[config.mk]
export PLATFORM = sky130hd
export DESIGN_NAME = xip_priority
export DESIGN_NICKNAME = d
export VERILOG_FILES = /design/src/rtl/xip_pkg.sv /design/src/rtl/xip_priority.sv
export SDC_FILE = /design/constraint.sdc
export NUM_CORES = 1
export LEC_CHECK = 0
export BUFFER_PORTS_ARGS = -buffer_cell sky130_fd_sc_hd__buf_2
export CORE_ASPECT_RATIO = 2
export CORE_MARGIN = 4
export CORE_UTILIZATION = 36
export DETAILED_ROUTE_END_ITERATION = 10
export PLACE_DENSITY = 0.77
export SLEW_MARGIN = 20
export SYNTH_ARGS = -nofsm -noshare
export SYNTH_HDL_FRONTEND = slang
export SYNTH_SLANG_ARGS = --single-unit
[constraint.sdc]
create_clock -name clk_sys_i -period 1.6 [get_ports clk_sys_i]
set_input_delay 0.24 -clock clk_sys_i [delete_from_list [all_inputs] [get_ports clk_sys_i]]
set_output_delay 0.24 -clock clk_sys_i [all_outputs]
set_load 0.05 [all_outputs]
[src/rtl/xip_pkg.sv]
package xip_pkg;

  localparam logic [7:0] PRIO_ADDR   = 8'hF6;
  localparam logic [7:0] ENABLE_ADDR = 8'hE6;
  localparam logic [7:0] PRIO_RESET  = 8'h00;
  localparam logic [7:0] RDATA_IDLE  = 8'h00;

  localparam int BIT_TIMER3  = 7;
  localparam int BIT_CMP1    = 6;
  localparam int BIT_CMP0    = 5;
  localparam int BIT_CNTARR  = 4;
  localparam int BIT_CONVDN  = 3;
  localparam int BIT_WINCMP  = 2;
  localparam int BIT_USBFN   = 1;
  localparam int BIT_SMBUS   = 0;
  localparam int NUM_SRC     = 8;

endpackage : xip_pkg

[src/rtl/xip_priority.sv]
`timescale 1ns/1ps
module xip_priority (
  input  wire logic       clk_sys_i,
  input  wire logic       resetn_i,
  input  wire logic [7:0] sfr_addr_i,
  input  wire logic       sfr_wr_i,
  input  wire logic [7:0] sfr_wdata_i,
  input  wire logic       sfr_rd_i,
  output logic      [7:0] sfr_rdata_o,
  output logic            sfr_sel_o,
  input  wire logic [7:0] extended_enable_one_i,
  input  wire logic [7:0] src_pending_i,
  input  wire logic       in_high_isr_i,
  input  wire logic       in_low_isr_i,
  output logic      [7:0] extended_priority_select_one_o,
  output logic            req_high_o,
  output logic            req_low_o,
  output logic      [7:0] grant_onehot_o
);

  ////////////////////////////////////////////////////////////////////////////
  // register storage and the byte-wide read path
  logic [7:0] extended_priority_select_one_ff;
  logic [7:0] nxt_extended_priority_select_one;
  logic [7:0] rdata_ff;
  logic [7:0] nxt_rdata;
  logic       hit;
  logic       wr_hit;
  logic       rd_hit;

  ////////////////////////////////////////////////////////////////////////////
  // one named wire per priority field
  logic       timer_three_priority;
  logic       comparator_one_priority;
  logic       comparator_zero_priority;
  logic       counter_array_priority;
  logic       conversion_done_priority;
  logic       window_compare_priority;
  logic       usb_function_priority;
  logic       smbus_engine_priority;

  // one named wire per field of the companion enable register
  logic       en_timer_three;
  logic       en_comparator_one;
  logic       en_comparator_zero;
  logic       en_counter_array;
  logic       en_conversion_done;
  logic       en_window_compare;
  logic       en_usb_function;
  logic       en_smbus_engine;

  // one named wire per source flag
  logic       pend_timer_three;
  logic       pend_comparator_one;
  logic       pend_comparator_zero;
  logic       pend_counter_array;
  logic       pend_conversion_done;
  logic       pend_window_compare;
  logic       pend_usb_function;
  logic       pend_smbus_engine;

  // request and arbitration nets
  logic [7:0] prio_vec;
  logic [7:0] enable_vec;
  logic [7:0] pend_vec;
  logic [7:0] live_req;
  logic [7:0] high_req;
  logic [7:0] low_req;
  logic [7:0] high_pick;
  logic [7:0] low_pick;
  logic [7:0] grant;
  logic       any_high;
  logic       any_low;
  logic       high_blocked;
  logic       low_blocked;
  logic       take_high;
  logic       take_low;

  ////////////////////////////////////////////////////////////////////////////
  // address decode
  assign hit       = (sfr_addr_i == xip_pkg::PRIO_ADDR);
  assign wr_hit    = sfr_wr_i && hit;
  assign rd_hit    = sfr_rd_i && hit;
  assign sfr_sel_o = hit;

  // a read in the write cycle returns the old value, not the new one
  assign nxt_rdata = rd_hit ? extended_priority_select_one_ff : xip_pkg::RDATA_IDLE;
  assign nxt_extended_priority_select_one = wr_hit ?
                                            sfr_wdata_i :
                                            extended_priority_select_one_ff;

  always_ff @(posedge clk_sys_i or negedge resetn_i) begin
    if (!resetn_i) begin
      extended_priority_select_one_ff <= xip_pkg::PRIO_RESET;
    end else begin
      extended_priority_select_one_ff <= nxt_extended_priority_select_one;
    end
  end

  // read data stands one cycle only; idle value otherwise
  always_ff @(posedge clk_sys_i or negedge resetn_i) begin
    if (!resetn_i) begin
      rdata_ff <= xip_pkg::RDATA_IDLE;
    end else begin
      rdata_ff <= nxt_rdata;
    end
  end

  assign sfr_rdata_o                    = rdata_ff;
  assign extended_priority_select_one_o = extended_priority_select_one_ff;

  ////////////////////////////////////////////////////////////////////////////
  // field split, bit positions from the package
  assign timer_three_priority     = extended_priority_select_one_ff[xip_pkg::BIT_TIMER3];
  assign comparator_one_priority  = extended_priority_select_one_ff[xip_pkg::BIT_CMP1];
  assign comparator_zero_priority = extended_priority_select_one_ff[xip_pkg::BIT_CMP0];
  assign counter_array_priority   = extended_priority_select_one_ff[xip_pkg::BIT_CNTARR];
  assign conversion_done_priority = extended_priority_select_one_ff[xip_pkg::BIT_CONVDN];
  assign window_compare_priority  = extended_priority_select_one_ff[xip_pkg::BIT_WINCMP];
  assign usb_function_priority    = extended_priority_select_one_ff[xip_pkg::BIT_USBFN];
  assign smbus_engine_priority    = extended_priority_select_one_ff[xip_pkg::BIT_SMBUS];

  // enable split
  assign en_timer_three     = extended_enable_one_i[xip_pkg::BIT_TIMER3];
  assign en_comparator_one  = extended_enable_one_i[xip_pkg::BIT_CMP1];
  assign en_comparator_zero = extended_enable_one_i[xip_pkg::BIT_CMP0];
  assign en_counter_array   = extended_enable_one_i[xip_pkg::BIT_CNTARR];
  assign en_conversion_done = extended_enable_one_i[xip_pkg::BIT_CONVDN];
  assign en_window_compare  = extended_enable_one_i[xip_pkg::BIT_WINCMP];
  assign en_usb_function    = extended_enable_one_i[xip_pkg::BIT_USBFN];
  assign en_smbus_engine    = extended_enable_one_i[xip_pkg::BIT_SMBUS];

  // flag split
  assign pend_timer_three     = src_pending_i[xip_pkg::BIT_TIMER3];
  assign pend_comparator_one  = src_pending_i[xip_pkg::BIT_CMP1];
  assign pend_comparator_zero = src_pending_i[xip_pkg::BIT_CMP0];
  assign pend_counter_array   = src_pending_i[xip_pkg::BIT_CNTARR];
  assign pend_conversion_done = src_pending_i[xip_pkg::BIT_CONVDN];
  assign pend_window_compare  = src_pending_i[xip_pkg::BIT_WINCMP];
  assign pend_usb_function    = src_pending_i[xip_pkg::BIT_USBFN];
  assign pend_smbus_engine    = src_pending_i[xip_pkg::BIT_SMBUS];

  ////////////////////////////////////////////////////////////////////////////
  // regather in source order so the arbiter sees one vector per input
  assign prio_vec[xip_pkg::BIT_TIMER3] = timer_three_priority;
  assign prio_vec[xip_pkg::BIT_CMP1]   = comparator_one_priority;
  assign prio_vec[xip_pkg::BIT_CMP0]   = comparator_zero_priority;
  assign prio_vec[xip_pkg::BIT_CNTARR] = counter_array_priority;
  assign prio_vec[xip_pkg::BIT_CONVDN] = conversion_done_priority;
  assign prio_vec[xip_pkg::BIT_WINCMP] = window_compare_priority;
  assign prio_vec[xip_pkg::BIT_USBFN]  = usb_function_priority;
  assign prio_vec[xip_pkg::BIT_SMBUS]  = smbus_engine_priority;

  assign enable_vec[xip_pkg::BIT_TIMER3] = en_timer_three;
  assign enable_vec[xip_pkg::BIT_CMP1]   = en_comparator_one;
  assign enable_vec[xip_pkg::BIT_CMP0]   = en_comparator_zero;
  assign enable_vec[xip_pkg::BIT_CNTARR] = en_counter_array;
  assign enable_vec[xip_pkg::BIT_CONVDN] = en_conversion_done;
  assign enable_vec[xip_pkg::BIT_WINCMP] = en_window_compare;
  assign enable_vec[xip_pkg::BIT_USBFN]  = en_usb_function;
  assign enable_vec[xip_pkg::BIT_SMBUS]  = en_smbus_engine;

  assign pend_vec[xip_pkg::BIT_TIMER3] = pend_timer_three;
  assign pend_vec[xip_pkg::BIT_CMP1]   = pend_comparator_one;
  assign pend_vec[xip_pkg::BIT_CMP0]   = pend_comparator_zero;
  assign pend_vec[xip_pkg::BIT_CNTARR] = pend_counter_array;
  assign pend_vec[xip_pkg::BIT_CONVDN] = pend_conversion_done;
  assign pend_vec[xip_pkg::BIT_WINCMP] = pend_window_compare;
  assign pend_vec[xip_pkg::BIT_USBFN]  = pend_usb_function;
  assign pend_vec[xip_pkg::BIT_SMBUS]  = pend_smbus_engine;

  ////////////////////////////////////////////////////////////////////////////
  // masked sources never reach either level, whatever their priority bit
  assign live_req = pend_vec & enable_vec;
  assign high_req = live_req & prio_vec;
  assign low_req  = live_req & ~prio_vec;
  assign any_high = |high_req;
  assign any_low  = |low_req;

  // high may interrupt idle or low code; low only idle code
  assign high_blocked = in_high_isr_i;
  assign low_blocked  = in_high_isr_i || in_low_isr_i;
  assign take_high    = any_high && !high_blocked;
  assign take_low     = !take_high && any_low && !low_blocked;
  assign req_high_o   = take_high;
  assign req_low_o    = take_low;

  ////////////////////////////////////////////////////////////////////////////
  // within a level the highest bit index wins; fixed order, no rotation,
  // so a busy high-index source can starve lower ones of its own level
  genvar g;
  generate
    for (g = 0; g < xip_pkg::NUM_SRC; g++) begin : g_pick
      if (g == xip_pkg::NUM_SRC - 1) begin : g_top
        assign high_pick[g] = high_req[g];
        assign low_pick[g]  = low_req[g];
      end else begin : g_rest
        assign high_pick[g] = high_req[g] & ~(|high_req[xip_pkg::NUM_SRC-1:g+1]);
        assign low_pick[g]  = low_req[g] & ~(|low_req[xip_pkg::NUM_SRC-1:g+1]);
      end
    end
  endgenerate

  // the level choice picks which one-hot reaches the core
  assign grant          = take_high ? high_pick : (take_low ? low_pick : 8'h00);
  assign grant_onehot_o = grant;

endmodule // xip_priority

==> summary.md, run 1 <==
| Metric | Value |
|---|---|
| Routability Congestion | `0.872` |
| Clk pin slew, worst setup/hold paths | `around 0.060 ns` |
| Final min period | `2.29 ns` |
| Clock buffer count from CTS | `3` |
| Critical Path RT | `1.36 ns` |
| Worst setup path startpoint | `extended_priority_select_one_o[7]` |
| Die width | `about 44 um` |
| Ranking of synthesized cells by area | `dfrtp_1 43%, mux2_2 11%, and3_1 4.7%, nand3_1 4.3%, nand2_1 3.6%` |
| Total of max-cap violations | `0` |
| Grt total ovfl | `0` |
| Routed vias/inst | `5.72` |
| Final Hold Viols | `0` |
| WP buf/inv | `1` |
| Area Growth Syn to Fin | `117%` |
| WL final | `~4800 um` |
| Crit-path max FO | `4` |
| Initial core utilization | `0.371` |
| Worst skew pair latency | `0.24 ns` |
| Post-route ant nets | `0` |
| HP Start | `sfr_wdata_i[5]` |
| VDD IR max | `0.000610 V` |
| Gr usage total | `0.259` |
| Util after Layout | `0.804` |
| Syn Inst Count | `88` |
| Area share of the largest cell type after synthesis | `0.426` |
| Yosys cell types | `30` |
| P per Cell Area | `about 560 nW/um2` |
| Port bufs | `64` |
| Final Cycle Share | `1.43` |
| Total number of vias | `1,310` |
| # DRC | `0` |
| I/O pin count | `65` |
| EDFF count, synth | `0` |
| Num rows | `26` |
| Fin. max-slew vios | `0` |
| Worst Tran Pin Value | `0.438 ns` |
| Antenna violations before repair | `0` |
| Power Total | `1.15 mW` |
| Mapped Nets | `126` |
| Mapped Area | `about 940 um2` |
| Relative slew margins | `0.707` |
| Clock Tree Root | `clkbuf_8` |
| Status | `finished with violations` |
| Cell breakdown of the critical path | `and3_4, a31oi_4, nand4_4, or4_4, a21oi_4, buf_6` |
| DP Area | `1610 um2` |
| Hold Path Class | `input pin to flip-flop` |
| Final setup fails | `10` |
| Largest net degree at the start of global routing | `17` |
| Critical path's slowest cell | `or4_4` |
| Synth Flop Type | `dfrtp_1` |
| Fin Hold WS | `roughly 0.22 ns` |
| Synth area leader | `dfrtp_1` |
| Ant. Diodes | `0` |
| Arr. time, crit path | `2.05 ns` |
| #FFs+latches synth | `16` |
| Setup crit end kind | `primary output` |
| Pre-antenna DRT Iters | `4` |
| Worst R2R Start | `extended_priority_select_one_o[7]` |
| Final Cell Area | `about 2000 um2` |
| Failing checks | `setup timing` |
| Final worst slack | `-0.688 ns` |
| CTS tree | `done` |
| RSZ-0062 raised after global routing | `yes` |
| Core Area | `2540 um2` |
| DP Wirelength | `2980 um` |
| Critical Path Max Stage Delay | `0.53 ns` |
| DRT iter0 DRCs | `55` |
| Mean Syn Cell Area | `10.7 um2` |
| Pre-CTS setup slack | `-0.494 ns` |
| Startpoint types | `flip-flop` |
| P_leak | `1.00 nW` |
| Clk sinks | `16` |
| Fin nets | `240` |
| Clock buffer depth | `2` |
| Setup Skew | `0.000543 ns` |
| Vias in the first global route | `between 1k and 1.5k` |
| FMAX | `437 MHz` |
| Yosys warns | `0` |
| Async SR Flop Fraction | `1.00` |
| Post-DR wirelength/cell | `21.1 um` |
| Die area | `3550 um2` |
| R2R setup slack | `0.30 ns` |
| Die height | `80.3 um` |
| Sequential share of the synthesized area | `0.426` |
| H-tree depth | `1` |
| First-pass GRT wire length | `6710 um` |
| Layout cell share with drive strength beyond 1 | `0.796` |
| Delay-heaviest family, CP | `simple AND/OR/NAND/NOR gates` |
| Crit path kind | `flip-flop to primary output` |
==> timing repair <==
action | CTS | global route
gates resized for setup | 47 | 16
setup buffers | 13 | 7
hold buffers | 1 | 0
endpoints found under the hold margin | 16 | 0
pin swaps | 11 | 14
endpoints found under the setup margin | 10 | 11
==> synthesized netlist by cell type (all sizes together) (2+ instances only) <==
cell	count
dfrtp	16
and3	9
mux2	9
nand2	9
nand3	9
nor2	7
a21oi	3
a31oi	3
nand3b	3
nand4	2
nand4bb	2
nor3	2
o22ai	2
o32ai	2
==> worst reg2reg max path: cells and delay by family, from the launching register on <==
family | cells | cell delay [ns]
buffers and inverters | 4 | 0.53
DFF | 1 | 0.40
muxes | 1 | 0.25
==> report_power, final <==
part	internal, mW	total [mW]	switching, mW
registers	0.416	0.427	0.0111
logic	0.190	0.417	0.227
clock network	0.176	0.303	0.127
==> metrics by stage <==
step           cells  setup TNS (ns)
4_1_cts          226           -4.76
3_5_place_dp     208           -3.25
6_report         229           -5.22
2_1_floorplan     88           -4.78
5_1_grt          229           -5.61
3_3_place_gp     208           -2.90
==> path summary, 6_finish.rpt <==
| kind | depth (start not counted) | to |
|---|---|---|
| min reg2reg | 2 | extended_priority_select_one_o[3] |
| max in group asynchronous | 2 | extended_priority_select_one_o[1] |
| max reg2reg | 5 | extended_priority_select_one_o[7] |
| max | 6 | grant_onehot_o[1] |
| min | 2 | extended_priority_select_one_o[5] |
| min in group asynchronous | 2 | sfr_rdata_o[4] |
==> routing by layer <==
metal / vias up / track usage / wire length (um) / share of wire
met2: 76 / 0.499 / 2680 / 0.55
li1: 576 / - / - / -
met5: - / 0 / 0 / 0
met3: 19 / 0.0359 / 255 / 0.053
met1: 639 / 0.242 / 1670 / 0.34
met4: 0 / 0.145 / 229 / 0.047
==> state kept, by name (all words and copies together), names as in the netlist <==
name                            count
sfr_rdata_o                         8
extended_priority_select_one_o      8
==> layout by cell type (no fill, tap or decap), types with 2 or more instances in the layout <==
master	n
nor3_4	2
buf_6	21
nand2_1	8
nand3_1	5
buf_4	32
clkbuf_8	3
buf_8	2
dfrtp_1	9
mux2_2	9
nor2_1	3
nand3_2	3
nor2_4	3
o22ai_4	2
dfrtp_2	7
o32ai_4	2
and3_1	7
a21oi_4	2
nand3b_1	3
buf_2	53
==> area by class of cell <==
type                            instances  area [um2]
Timing Repair Buffer                  109         782
Fill cell                             144         497
Tap cell                               28        35.0
Clock buffer                            4        45.0
Sequential cell                        16         409
Multi-Input combinational cell         72         769
==> logic make-up after synthesis <==
kind of cell	Yosys count	share of synthesized area
and+or+nand+nor	49	0.342
AOI/OAI and AO/OA	14	0.125
DFF	16	0.426
muxes	9	0.108
No activity file was read; power rests on OpenSTA's default activity.
==> run 2, diff against run 1 <==
--- a/config.mk
+++ b/config.mk
@@ -11,6 +11,7 @@
 export CORE_UTILIZATION = 36
 export DETAILED_ROUTE_END_ITERATION = 10
 export PLACE_DENSITY = 0.77
+export SKIP_CTS_REPAIR_TIMING = 1
 export SLEW_MARGIN = 20
 export SYNTH_ARGS = -nofsm -noshare
 export SYNTH_HDL_FRONTEND = slang
==> run 2 against run 1 <==
  * First-iteration DRC count decreased by 56%
  * Clock skew barely moved
  * Non-clock buffer count decreased by 12
  * Critical endpoint unchanged
  * Highest routed layer unchanged
  * Wire length shrank 26%
  * Via count is 11% lower
  * Critical path depth did not move
  * The flow still finishes with violations (setup timing)
  * Combinational power is 20% lower
  * Register-to-register slack improved by 0.24 ns
==> summary.md, run 2 (synthesized netlist as in run 1, its figures left out) <==
| Metric | Value |
|---|---|
| Crit path kind | `flip-flop to primary output` |
| Clock buffer depth | `2 (unchanged)` |
| Commonest non-fill, non-tap cell in the layout | `buf_2` |
| Met3 usage | `0.0314 (-0.00448)` |
| Core Area | `2540 um2 (unchanged)` |
| H-tree depth | `1 (unchanged)` |
| Combinational share of power | `0.313 (-0.050)` |
| Gr usage total | `0.208 (-0.0510)` |
| Startpoint types | `flip-flop` |
| Busiest grt layer | `met2` |
| Int Pwr | `741 uW (-5.3%)` |
| Antenna violations before repair | `0 (unchanged)` |
| Pre-antenna DRT Iters | `4 (unchanged)` |
| Critical path's slowest cell | `or4_4` |
| Relative slew margins | `0.754 (+0.0468)` |
| WL final | `3580 um (-26%)` |
| Fin nets | `228 (-5.0%)` |
| P per Cell Area | `594 nW/um2 (+5.7%)` |
| Sequential power share | `0.401 (+0.029)` |
| Total number of vias | `1,168 (-11%)` |
| Fin. max-slew vios | `0 (unchanged)` |
| GRT met2 Usage | `0.405 (-0.0936)` |
| Final Cycle Share | `1.41 (-0.0156)` |
| Clk pin slew, worst setup/hold paths | `0.06 ns (about the same)` |
| Failing checks | `setup timing` |
| Post-DR wirelength/cell | `16.5 um (-22%)` |
| M1 GR Usage | `0.190 (-0.0514)` |
| Pre-CTS setup slack | `-0.494 ns (unchanged)` |
| Die height | `80.3 um (unchanged)` |
| Routed vias/inst | `5.38 (-5.9%)` |
| Critical Path RT | `1.36 ns (about the same)` |
| Delay-heaviest family, CP | `simple AND/OR/NAND/NOR gates` |
| NetSw | `322 uW (-12%)` |
| Setup crit end kind | `primary output` |
| Arr. time, crit path | `2.02 ns (-0.03 ns)` |
| Grt total ovfl | `0 (unchanged)` |
| Util after Layout | `0.705 (-0.0991)` |
| WP buf/inv | `1 (unchanged)` |
| Clk sinks | `16 (unchanged)` |
| Hold Path Class | `input pin to flip-flop` |
| Total of max-cap violations | `0 (unchanged)` |
| DP Area | `1610 um2 (unchanged)` |
| Layout cell share with drive strength beyond 1 | `0.751 (-0.0447)` |
| Final worst slack | `-0.663 ns (+0.0250 ns)` |
| Switching part of the total | `0.303 (-0.0151)` |
| DRT iter0 DRCs | `24 (-56%)` |
| First-pass GRT wire length | `5460 um (-19%)` |
| Worst Tran Pin Value | `0.368 ns (-0.0694 ns)` |
| Clock buffer count from CTS | `3 (unchanged)` |
| VDD IR max | `0.000633 V (+3.8%)` |
| WP depth | `6 (unchanged)` |
| Reg2Reg Depth | `3 (-2)` |
| Num rows | `26 (unchanged)` |
| Final Cell Area | `1790 um2 (-12%)` |
| Post-route ant nets | `0 (unchanged)` |
| Port bufs | `64 (unchanged)` |
| Post-route setup TNS | `-4.68 ns (+0.541 ns)` |
| Status | `finished with violations` |
| FMAX | `442 MHz (+1.1%)` |
| Largest net degree at the start of global routing | `17 (unchanged)` |
| RSZ-0062 raised after global routing | `yes` |
| Cell breakdown of the critical path | `nand3_2, and4_4, nand4_4, or4_4, a21oi_4, buf_6` |
| Vias in the first global route | `1,190 (-14%)` |
| Hold Path Cell Cnt | `2 (unchanged)` |
| Most frequent cells in the layout | `54 x buf_2, 32 x buf_4` |
| Final Hold Viols | `0 (unchanged)` |
| P_leak | `0.910 nW (-9.2%)` |
| Routability Congestion | `0.872 (unchanged)` |
| Worst skew pair latency | `0.24 ns (about the same)` |
| Crit-path max FO | `4 (unchanged)` |
| I/O pin count | `65 (unchanged)` |
| Clock Tree Root | `clkbuf_8` |
| Critical Path Max Stage Delay | `0.52 ns (about the same)` |
| Final min period | `2.26 ns (-0.0250 ns)` |
| # DRC | `0 (unchanged)` |
| Die width | `44.2 um (unchanged)` |
| Area Growth Syn to Fin | `90.2%` |
| CTS tree | `done` |
| DP Wirelength | `2980 um (unchanged)` |
| Clock power share | `0.286 (+0.022)` |
| Die area | `3550 um2 (unchanged)` |
| Ant. Diodes | `0 (unchanged)` |
| Initial core utilization | `0.371 (unchanged)` |
| Final setup fails | `10 (unchanged)` |
| Setup Skew | `0.000582 ns (+0.0000387 ns)` |
run 2: cell type report:
class                      instances  area (um2)
clock buffer                       4        45.0
sequential                        16         409
tap                               28        35.0
multi-input combinational         72         671
timing repair buffer              97         629
fill                             183         748
run 2: power groups by stage:
stage	Sequential, mW	Clock (mW)	Combinational [mW]
after floorplan	0.470	0	0.117
after global placement	0.431	0	0.295
after detailed placement	0.433	0	0.305
after CTS	0.426	0.313	0.306
after global routing	0.427	0.324	0.356
final	0.426	0.304	0.332
run 2: worst paths after layout:
path                                                        start                           endpoint  slack [ns]
worst max-delay path            extended_priority_select_one_o[3]                  grant_onehot_o[1]       -0.66
worst min-delay path                               sfr_wdata_i[5]  extended_priority_select_one_o[5]        0.22
worst max register to register  extended_priority_select_one_o[7]  extended_priority_select_one_o[7]        0.54
worst min register to register  extended_priority_select_one_o[4]  extended_priority_select_one_o[4]        0.66
max in group asynchronous                                resetn_i  extended_priority_select_one_o[7]        0.86
min in group asynchronous                                resetn_i                     sfr_rdata_o[4]        0.45
run 2: metrics by stage:
step | hold WS [ns] | power [mW] | cells
final | 0.224 | 1.06 | 217
after floorplan | -0.0556 | 0.587 | 88
after global placement | 0.154 | 0.727 | 208
after global routing | 0.226 | 1.11 | 217
after detailed placement | 0.167 | 0.738 | 208
after CTS | -0.101 | 1.04 | 212
run 2: routing by layer:
metal / up-vias / wire [um]
li1: 550 / -
met1: 552 / 1100
met2: 54 / 2110
met3: 12 / 202
met4: 0 / 161
met5: - / 0
